===== src/design/sahp_pkg.sv =====
// package for the parallel host port of a 12-bit sar converter
// assumes: one 50 MHz clock, host strobes arrive asynchronously on pins
// Overview of operation
// completion flag goes low when a conversion finished and result is ready
// with chip select low, read strobe falling edge drives result on bus
// internal acquisition: write rising edge latches config, acquires, then converts
// external acquisition: first write rising edge ends acquisition, starts conversion; code starts acquisition on first write, ends it on second
// host supplies free clock in external clock mode, fixed level otherwise
// chip select high puts completion flag and all data lines in high impedance
// each sample is a twelve-bit successive-approximation result, in parallel
// two power bits pick full/standby power-down, internal or external clock
// config bit five picks internal (0) or external (1) acquisition
// internal acquisition: host keeps write high until first conversion clock fall
// low eight data lines bidirectional, upper four output only
// completion flag returns high once the host starts a read
package sahp_pkg;
  localparam int RES_BITS = 12;
  localparam int CFG_BITS = 8;
  localparam int ACQ_MODE_BIT = 5;
  localparam int PWR_HI_BIT = 7;
  localparam int PWR_LO_BIT = 6;
  localparam logic [1:0] PWR_FULL_DOWN = 2'h0;
  localparam logic [1:0] PWR_STANDBY = 2'h1;
  localparam logic [1:0] PWR_INT_CLK = 2'h2;
  localparam logic [1:0] PWR_EXT_CLK = 2'h3;
  localparam logic [7:0] CFG_RESET = 8'h80;
  localparam int INT_CLK_DIV = 7;
  localparam int ACQ_CYCLES = 3;
  typedef enum logic [1:0] {SAHP_IDLE, SAHP_ACQ, SAHP_CONV} sahp_state_t;
endpackage


===== src/design/sahp_port.sv =====
// parallel host port: strobe decode, config byte, sar sequencer, bus drivers
// assumes: host pins are async and synchronised here; comparator bit is an input
module sahp_port
  import sahp_pkg::*;
(
  // clock and reset
  input wire logic clk,
  input wire logic rst,
  // host strobes
  input wire logic cs_n,
  input wire logic rd_n,
  input wire logic wr_n,
  input wire logic conv_clk,
  // data bus pins
  input wire logic [sahp_pkg::CFG_BITS-1:0] data_in,
  output logic [sahp_pkg::RES_BITS-1:0] data_out,
  output logic [sahp_pkg::RES_BITS-1:0] data_oe,
  // completion flag pin
  output logic done_n_out,
  output logic done_n_oe,
  // analog side
  input wire logic cmp_in,
  output logic [sahp_pkg::RES_BITS-1:0] dac_code,
  output logic track,
  output logic [sahp_pkg::CFG_BITS-1:0] config_byte
);
  import sahp_pkg::*;

  logic [3:0] s1_r, s2_r, s3_r;
  always_ff @(posedge clk or posedge rst)
    if (rst)
    begin
      // conv_clk parks low when unused; matching that here avoids a false fall after reset
      s1_r <= 4'he;
      s2_r <= 4'he;
      s3_r <= 4'he;
    end
    else
    begin
      s1_r <= {cs_n, rd_n, wr_n, conv_clk};
      s2_r <= s1_r;
      s3_r <= s2_r;
    end

  // synchronised views: [3]=cs_n [2]=rd_n [1]=wr_n [0]=conv_clk
  logic cs_lo, rd_fall, rd_lo, wr_rise, cclk_fall;
  assign cs_lo = !s2_r[3];
  assign rd_fall = cs_lo && s3_r[2] && !s2_r[2];
  assign rd_lo = cs_lo && !s2_r[2];
  assign wr_rise = cs_lo && !s3_r[1] && s2_r[1];
  assign cclk_fall = s3_r[0] && !s2_r[0];

  logic [7:0] din1_r, din2_r;
  always_ff @(posedge clk or posedge rst)
    if (rst)
    begin
      din1_r <= 8'h00;
      din2_r <= 8'h00;
    end
    else
    begin
      din1_r <= data_in;
      din2_r <= din1_r;
    end

  // power-down codes keep the previous clock mode
  logic [7:0] cfg_r;
  logic ext_clk_r;
  sahp_state_t st_r;
  always_ff @(posedge clk or posedge rst)
    if (rst)
    begin
      cfg_r <= CFG_RESET;
      ext_clk_r <= 1'b0;
    end
    else if (wr_rise && !(cfg_r[ACQ_MODE_BIT] && st_r == SAHP_ACQ))
    begin
      cfg_r <= din2_r;
      if (din2_r[PWR_HI_BIT])
        ext_clk_r <= din2_r[PWR_LO_BIT];
    end

  logic [1:0] pwr;
  logic run_ok;
  assign pwr = cfg_r[PWR_HI_BIT:PWR_LO_BIT];
  assign run_ok = pwr == PWR_INT_CLK || pwr == PWR_EXT_CLK;

  // internal clock divider; tick chosen by clock mode
  logic [3:0] div_r;
  always_ff @(posedge clk or posedge rst)
    if (rst)
      div_r <= 4'h0;
    else if (div_r == 4'(INT_CLK_DIV - 1))
      div_r <= 4'h0;
    else
      div_r <= div_r + 4'h1;
  logic tick;
  assign tick = ext_clk_r ? cclk_fall : (div_r == 4'(INT_CLK_DIV - 1));

  logic [3:0] bit_r;
  logic [1:0] acq_r;
  logic [11:0] sar_r, result_r;
  logic done_r;
  logic conv_end;
  assign conv_end = st_r == SAHP_CONV && tick && bit_r == 4'h0;

  always_ff @(posedge clk or posedge rst)
    if (rst)
    begin
      st_r <= SAHP_IDLE;
      bit_r <= 4'h0;
      acq_r <= 2'h0;
      sar_r <= 12'h000;
    end
    else
      unique case (st_r)
        SAHP_IDLE:
          if (wr_rise && din2_r[PWR_HI_BIT])
          begin
            st_r <= SAHP_ACQ;
            acq_r <= 2'h0;
          end
        SAHP_ACQ:
          if (!cfg_r[ACQ_MODE_BIT])
          begin
            if (tick)
            begin
              acq_r <= acq_r + 2'h1;
              if (acq_r == 2'(ACQ_CYCLES - 1))
              begin
                st_r <= SAHP_CONV;
                bit_r <= 4'(RES_BITS - 1);
                sar_r <= 12'h800;
              end
            end
          end
          else if (wr_rise)
          begin
            st_r <= SAHP_CONV;
            bit_r <= 4'(RES_BITS - 1);
            sar_r <= 12'h800;
          end
        SAHP_CONV:
          if (!run_ok)
            st_r <= SAHP_IDLE;
          else if (tick)
          begin
            sar_r[bit_r] <= cmp_in;
            if (bit_r == 4'h0)
              st_r <= SAHP_IDLE;
            else
            begin
              sar_r[bit_r - 4'h1] <= 1'b1;
              bit_r <= bit_r - 4'h1;
            end
          end
      endcase

  // set wins over the read that clears the flag
  always_ff @(posedge clk or posedge rst)
    if (rst)
    begin
      result_r <= 12'h000;
      done_r <= 1'b0;
    end
    else if (conv_end)
    begin
      result_r <= {sar_r[11:1], cmp_in};
      done_r <= 1'b1;
    end
    else if (rd_fall)
      done_r <= 1'b0;

  always_ff @(posedge clk or posedge rst)
    if (rst)
    begin
      data_out <= 12'h000;
      data_oe <= 12'h000;
      done_n_out <= 1'b1;
      done_n_oe <= 1'b0;
      dac_code <= 12'h000;
      track <= 1'b0;
      config_byte <= CFG_RESET;
    end
    else
    begin
      data_out <= result_r;
      data_oe <= {12{rd_lo}};
      done_n_out <= !done_r;
      done_n_oe <= cs_lo;
      dac_code <= sar_r;
      track <= st_r == SAHP_ACQ;
      config_byte <= cfg_r;
    end
endmodule


===== config.mk =====
export PLATFORM = sky130hd
export DESIGN_NAME = sahp_port
export DESIGN_NICKNAME = d
export VERILOG_FILES = /design/src/design/sahp_pkg.sv /design/src/design/sahp_port.sv
export SDC_FILE = /design/constraint.sdc
export NUM_CORES = 1
export LEC_CHECK = 0
export BUFFER_PORTS_ARGS = -buffer_cell sky130_fd_sc_hd__buf_2
export CAP_MARGIN = 20
export CELL_PAD_IN_SITES_DETAIL_PLACEMENT = 0
export CELL_PAD_IN_SITES_GLOBAL_PLACEMENT = 1
export CORE_MARGIN = 3
export CORE_UTILIZATION = 45
export CTS_CLUSTER_DIAMETER = 80
export CTS_CLUSTER_SIZE = 14
export DETAILED_ROUTE_END_ITERATION = 6
export PLACE_DENSITY = 0.81
export SLEW_MARGIN = 0
export SYNTH_ARGS = -nofsm -noshare
export SYNTH_HDL_FRONTEND = slang
export SYNTH_SLANG_ARGS = --single-unit

===== constraint.sdc =====
create_clock -name clk -period 3.7 [get_ports clk]
set_input_delay 0.185 -clock clk [delete_from_list [all_inputs] [get_ports clk]]
set_output_delay 0.185 -clock clk [all_outputs]
set_load 0.05 [all_outputs]

# Word-level counts from Yosys, hierarchy flattened
# Cells that the tools add are included.
[op_classes] bitwise=1 addsub=3 reduce_logical=30 n_lt_le_gt_ge=4 n_mux=38 n_eq_ne=17
[op_table] cell="2-to-1 mux 12 bit" n=7
[op_table] cell="2-to-1 mux 4 bit" n=8
[op_table] cell="case mux 12 bit (2 select lines)" n=1
[op_table] cell="2-to-1 mux 2 bit" n=11
[op_table] cell="logical AND 1 bit" n=13
[op_table] cell="bitwise mux 12 bit" n=1
[op_table] cell="!= test 2 bit (second input constant)" n=6
[op_table] cell="OR 12 bit" n=1
[op_table] cell="AND reduction 6 bit" n=2
[op_table] cell="< comparator 4 x 5 -> 1 bit (second input constant)" n=2
[op_table] cell="!= test 3 bit (second input constant)" n=3
[op_table] cell="demux 1 bit (select 4 bit)" n=2
[op_table] cell="equality test 2 bit (second input constant)" n=4
[op_table] cell=">= comparator 4 x 1 -> 1 bit (second input constant)" n=2
[op_table] cell="case mux 4 bit (2 select lines)" n=1
[op_table] cell="AND reduction 7 bit" n=1
[op_table] cell="logical NOT 1 bit" n=6
[op_table] cell="!= test 3 x 2 -> 1 bit (second input constant)" n=2
[op_table] cell="case mux 2 bit (3 select lines)" n=1
[op_table] cell="nonzero test 2 bit" n=3
[op_table] cell="2-to-1 mux 1 bit" n=5
[op_table] cell="adder 4 x 1 -> 4 bit (second input constant)" n=1
[op_table] cell="equality test 4 x 3 -> 1 bit (second input constant)" n=1
[op_table] cell="logical NOT 4 bit" n=1
[op_table] cell="8 further kinds" n=8
[totals] input_bits=15 elab_cells=114 out_inout_bits=47 reg_bits=109

# Logic depth before layout (Yosys ltp)
[depth] word_depth=10 mapped_depth=9 depth_no_buf=7

# Worst setup path after synthesis
# Ideal clock, no wire load.
[synth_timing] path_type="reg-to-reg" startpoint="register bit_r[0]" endpoint="register result_r[0]" t_arrival_ns=1.788 synth_period_minus_slack_ns=1.912 path_buffers=3 setup_time_ns=0.125 setup_slack_ns=1.788 required_time_ns=3.575 stages_incl_launch_ff=10 cell_sequence="dfrtp_1 -> buf_6 -> inv_1 -> ha_1 -> buf_2 -> nand2_2 -> nor2_1 -> nand2_1 -> buf_2 -> mux2_2"
[synth_between] elab_chain_len=2
[synth_rtl] element="from (decl)" line_no="sahp_port.sv:100" source="logic [3:0] bit_r;"
[synth_rtl] element="from (signal assigned)" line_no="sahp_port.sv:132" source="bit_r <= 4'(RES_BITS - 1);"
[synth_rtl] element="from (signal assigned)" line_no="sahp_port.sv:140" source="bit_r <= 4'(RES_BITS - 1);"
[synth_rtl] element="from (signal assigned)" line_no="sahp_port.sv:154" source="bit_r <= bit_r - 4'h1;"
[synth_rtl] element="logical NOT 4 bit" line_no="sahp_port.sv:105" source="assign conv_end = st_r == SAHP_CONV && tick && bit_r == 4'h0;"
[synth_rtl] element="logical AND 1 bit" line_no="sahp_port.sv:105"
[synth_rtl] element="to (signal assigned)" line_no="sahp_port.sv:168" source="result_r <= {sar_r[11:1], cmp_in};"
[synth_rtl] element="to (decl)" line_no="sahp_port.sv:102" source="logic [11:0] sar_r, result_r;"
# Every way passes these cells.
# A chain may end at the register's enable or synchronous reset.

# Worst setup path after layout
[layout_timing] startpoint="register st_r[0]" endpoint="register bit_r[2]"
[layout_between] elab_chain_len=3 elab_cells_between_ends=11 classes_between="eq/ne: 8; mux: 1; reduce/logical: 2"
[layout_rtl] element="from (decl)" line_no="sahp_port.sv:69" source="sahp_state_t st_r;"
[layout_rtl] element="from (signal assigned)" line_no="sahp_port.sv:110" source="st_r <= SAHP_IDLE;"
[layout_rtl] element="from (signal assigned)" line_no="sahp_port.sv:120" source="st_r <= SAHP_ACQ;"
[layout_rtl] element="from (signal assigned)" line_no="sahp_port.sv:131" source="st_r <= SAHP_CONV;"
[layout_rtl] element="equality test 2 x 1 -> 1 bit / equality test 2 bit (equally long branches)" line_no="sahp_port.sv:116" source="unique case (st_r)"
[layout_rtl] element="!= test 3 x 2 -> 1 bit (no line) (tied with other cells)"
[layout_rtl] element="AND reduction 7 bit (no line)"
# Several ways; a longest one is shown, not always the timed one.

==> impl_metrics.json <==
{
  "cts_resized": 0,
  "p_int_mw": 2.28,
  "fin_ws_ps": 935,
  "ant_nets": 0,
  "initial_utilization_pct": 47.5,
  "hpwl_mm": 4.84,
  "grt_overflow": 0,
  "cts-root-buf": "clkbuf_8",
  "preCtsSetupSlack_ps": 933,
  "synth_warnings": 0,
  "startpoint_type": "flop",
  "netSwitchingFraction_pct": 39.8,
  "tritoncts": "built",
  "p_comb_share_pct": 35.4,
  "final_cell_mix": "dfrtp_1 (98), buf_2 (61), nand2_1 (36)",
  "rsz0062_at_grt": "false",
  "yosys_most_used_dff": "dfrtp_1",
  "powerDensity_nw_per_um2": 767,
  "n_antenna_cell": 0,
  "ys_seq_elements": 109,
  "synth_edf_count": 0,
  "clk_pin_slew_worst_paths_ps": 100,
  "hold_class": "input port to flop",
  "hold_slack_ps": 276,
  "grt_pass1_vias": 2525,
  "cts_buffers": 9,
  "setup_tns_ps": 0,
  "outcome": "complete, no violations",
  "vias_per_cell": 5.26,
  "cts_max_path_buffers": 2,
  "slew_violations": 0,
  "route.vias.total": 2660,
  "reg2regPathDepth": 7,
  "critPathMaxFanout": 26,
  "antenna_found_initial": 0,
  "synth_area_um2": 4250,
  "grt_pass1_wl_mm": 12.4,
  "finalHoldViolations": 0,
  "final_common_cell": "dfrtp_1",
  "finalSetupViolations": 0,
  "p_sw_mw": 1.51,
  "irDropWorstVdd_mv": 0.358,
  "drt_iter0_drc": 174,
  "crit_type": "flop to flop",
  "relSlewSlack_pct": 44.1,
  "gp_congestion": 0.907,
  "cp_data_arrival_time_ps": 3030,
  "drt-pass1-iter-count": 4,
  "wl_mm": 7.46,
  "area.growth.synth_to_final_pct": 16.3,
  "cts_max_level": 3,
  "grt_usage_pct": 15.3,
  "rows": 34,
  "portBuffers": 61,
  "synth_fp_nets": 355,
  "clock_power_share_pct": 21.3,
  "die_w_um": 103,
  "io_pins": 62,
  "pwr-share-seq_pct": 43.4,
  "cts_num_sinks": 109,
  "die_y_um": 103,
  "finalPower_mw": 3.79,
  "required_ps": 3960,
  "postSynthCellCount": 331,
  "grt_max_degree": 89,
  "ys_types": 53,
  "fin_worst_skew_ps": 14.3,
  "num-fill-cells": 751,
  "whs_path_depth": 2,
  "timing.fmax_ghz": 0.362,
  "dieArea_um2": 10600,
  "critPathCaptureType": "flop",
  "ys_seq_area_share_pct": 64.5,
  "maxCapViolCount": 0,
  "wire_per_inst_um": 14.7,
  "leakage_nw": 2.42,
  "avgSynthCellArea_um2": 12.8,
  "ys_async_sr_fraction_pct": 100,
  "clock_latency_ps": 370,
  "drc": 0,
  "period_share_pct": 74.7,
  "drive_gt1_share_pct": 31.4,
  "core_um2": 8930,
  "timing.final.crit_period_ps": 2760,
  "fin_nets": 417,
  "post_cts_buffers": 0,
  "timing_worst_slew_pin_value_ps": 838
}
## cell type report
type                            instances  area [um2]  area share (%)
Tap cell                              108         135            2.74
Clock buffer                           10         128            2.58
Timing Repair Buffer                   76         470            9.53
Sequential cell                       109        2740            55.5
Clock inverter                          6         106            2.15
Multi-Input combinational cell        185        1310            26.5
Inverter                               12        47.5           0.963
## critical path, cell delays in order, from the launching register on
cell     delay [ps]
dfrtp_1         400
inv_1           100
ha_1            710
nor2b_1         100
a31o_2          260
a21oi_2         540
nor2_1          240
a32o_1          310
## sequential cells by signal (all words and copies together), names as in the netlist, 4 cells and up
signal and count:
bit_r 4, cfg_r 8, config_byte 8, dac_code 12
data_out 12, din1_r 8, din2_r 8, div_r 4
result_r 12, s1_r 4, s2_r 4, sar_r 12
## through the flow
stage | utilization [%] | cell area, um2 | std cells
2_1_floorplan | - | 4250 | 331
3_3_place_gp | 50.9 | 4550 | 476
3_5_place_dp | 50.9 | 4550 | 476
4_1_cts | 54.9 | 4900 | 504
5_1_grt | 55.3 | 4940 | 506
6_report | 55.3 | 4940 | 506
## cell families after synthesis
group	count (synthesis)	share of synthesized area, %
adder cells (fa/ha/maj)	9	2.65
flip-flops	109	64.5
XOR/XNOR	1	0.206
AO/OA/AOI/OAI	67	11.2
AND/OR/NAND/NOR	80	9.48
buffers and inverters	37	4.62
multiplexers	28	7.30
## power groups by stage
stage	Clock, mW	Combinational [mW]	Sequential, mW
6_report	0.805	1.34	1.64
2_1_floorplan	0	0.712	2.00
5_1_grt	0.879	1.46	1.69
4_1_cts	0.829	1.34	1.64
3_5_place_dp	0	1.33	1.67
3_3_place_gp	0	1.31	1.65
## synth_stat cells (all sizes together), types with 2 or more instances
master | n | area share (%)
a31oi | 3 | 0.44
mux2i | 4 | 0.94
mux2 | 24 | 6.4
a21o | 6 | 1.1
a22o | 3 | 0.62
and3 | 4 | 0.62
and2 | 2 | 0.29
clkbuf | 6 | 0.53
dfstp | 11 | 6.8
nor2 | 13 | 1.3
o21ai | 20 | 2.4
a211oi | 5 | 0.88
a21oi | 8 | 1.0
inv | 12 | 1.1
ha | 9 | 2.7
nor3b | 2 | 0.35
a32o | 2 | 0.50
and3b | 3 | 0.62
dfrtp | 98 | 58
nand2b | 2 | 0.29
a21boi | 2 | 0.35
o31ai | 2 | 0.35
nor4b | 2 | 0.41
nor2b | 7 | 1.0
buf | 19 | 3.0
a221oi | 3 | 0.91
nand3 | 4 | 0.47
a2bb2oi | 2 | 0.41
nand2 | 37 | 3.3
## timing repair
| item | CTS | global route |
|---|---|---|
| setup endpoints to repair | 0 | 0 |
| hold buffers | 12 | 1 |
| hold endpoints to repair | 12 | 16 |
## final timing paths
| kind | slack (ps) | endpoint | from |
|---|---|---|---|
| min | 280 | result_r[0] | cmp_in |
| max reg2reg | 940 | bit_r[2] | st_r[0] |
| min in group asynchronous | 290 | dac_code[11] | rst |
| max | 940 | bit_r[2] | st_r[0] |
| min reg2reg | 350 | s2_r[1] | s1_r[1] |
| max in group asynchronous | 2440 | s3_r[1] | rst |
## routing by layer
layer	wire length [um]	vias to the layer above	track usage (%)
met1	3160	1312	19.3
li1	-	1258	-
met5	0	-	0
met2	3760	77	25.3
met3	377	13	3.86
met4	159	0	5.98
(Power assumes the default switching activity.)
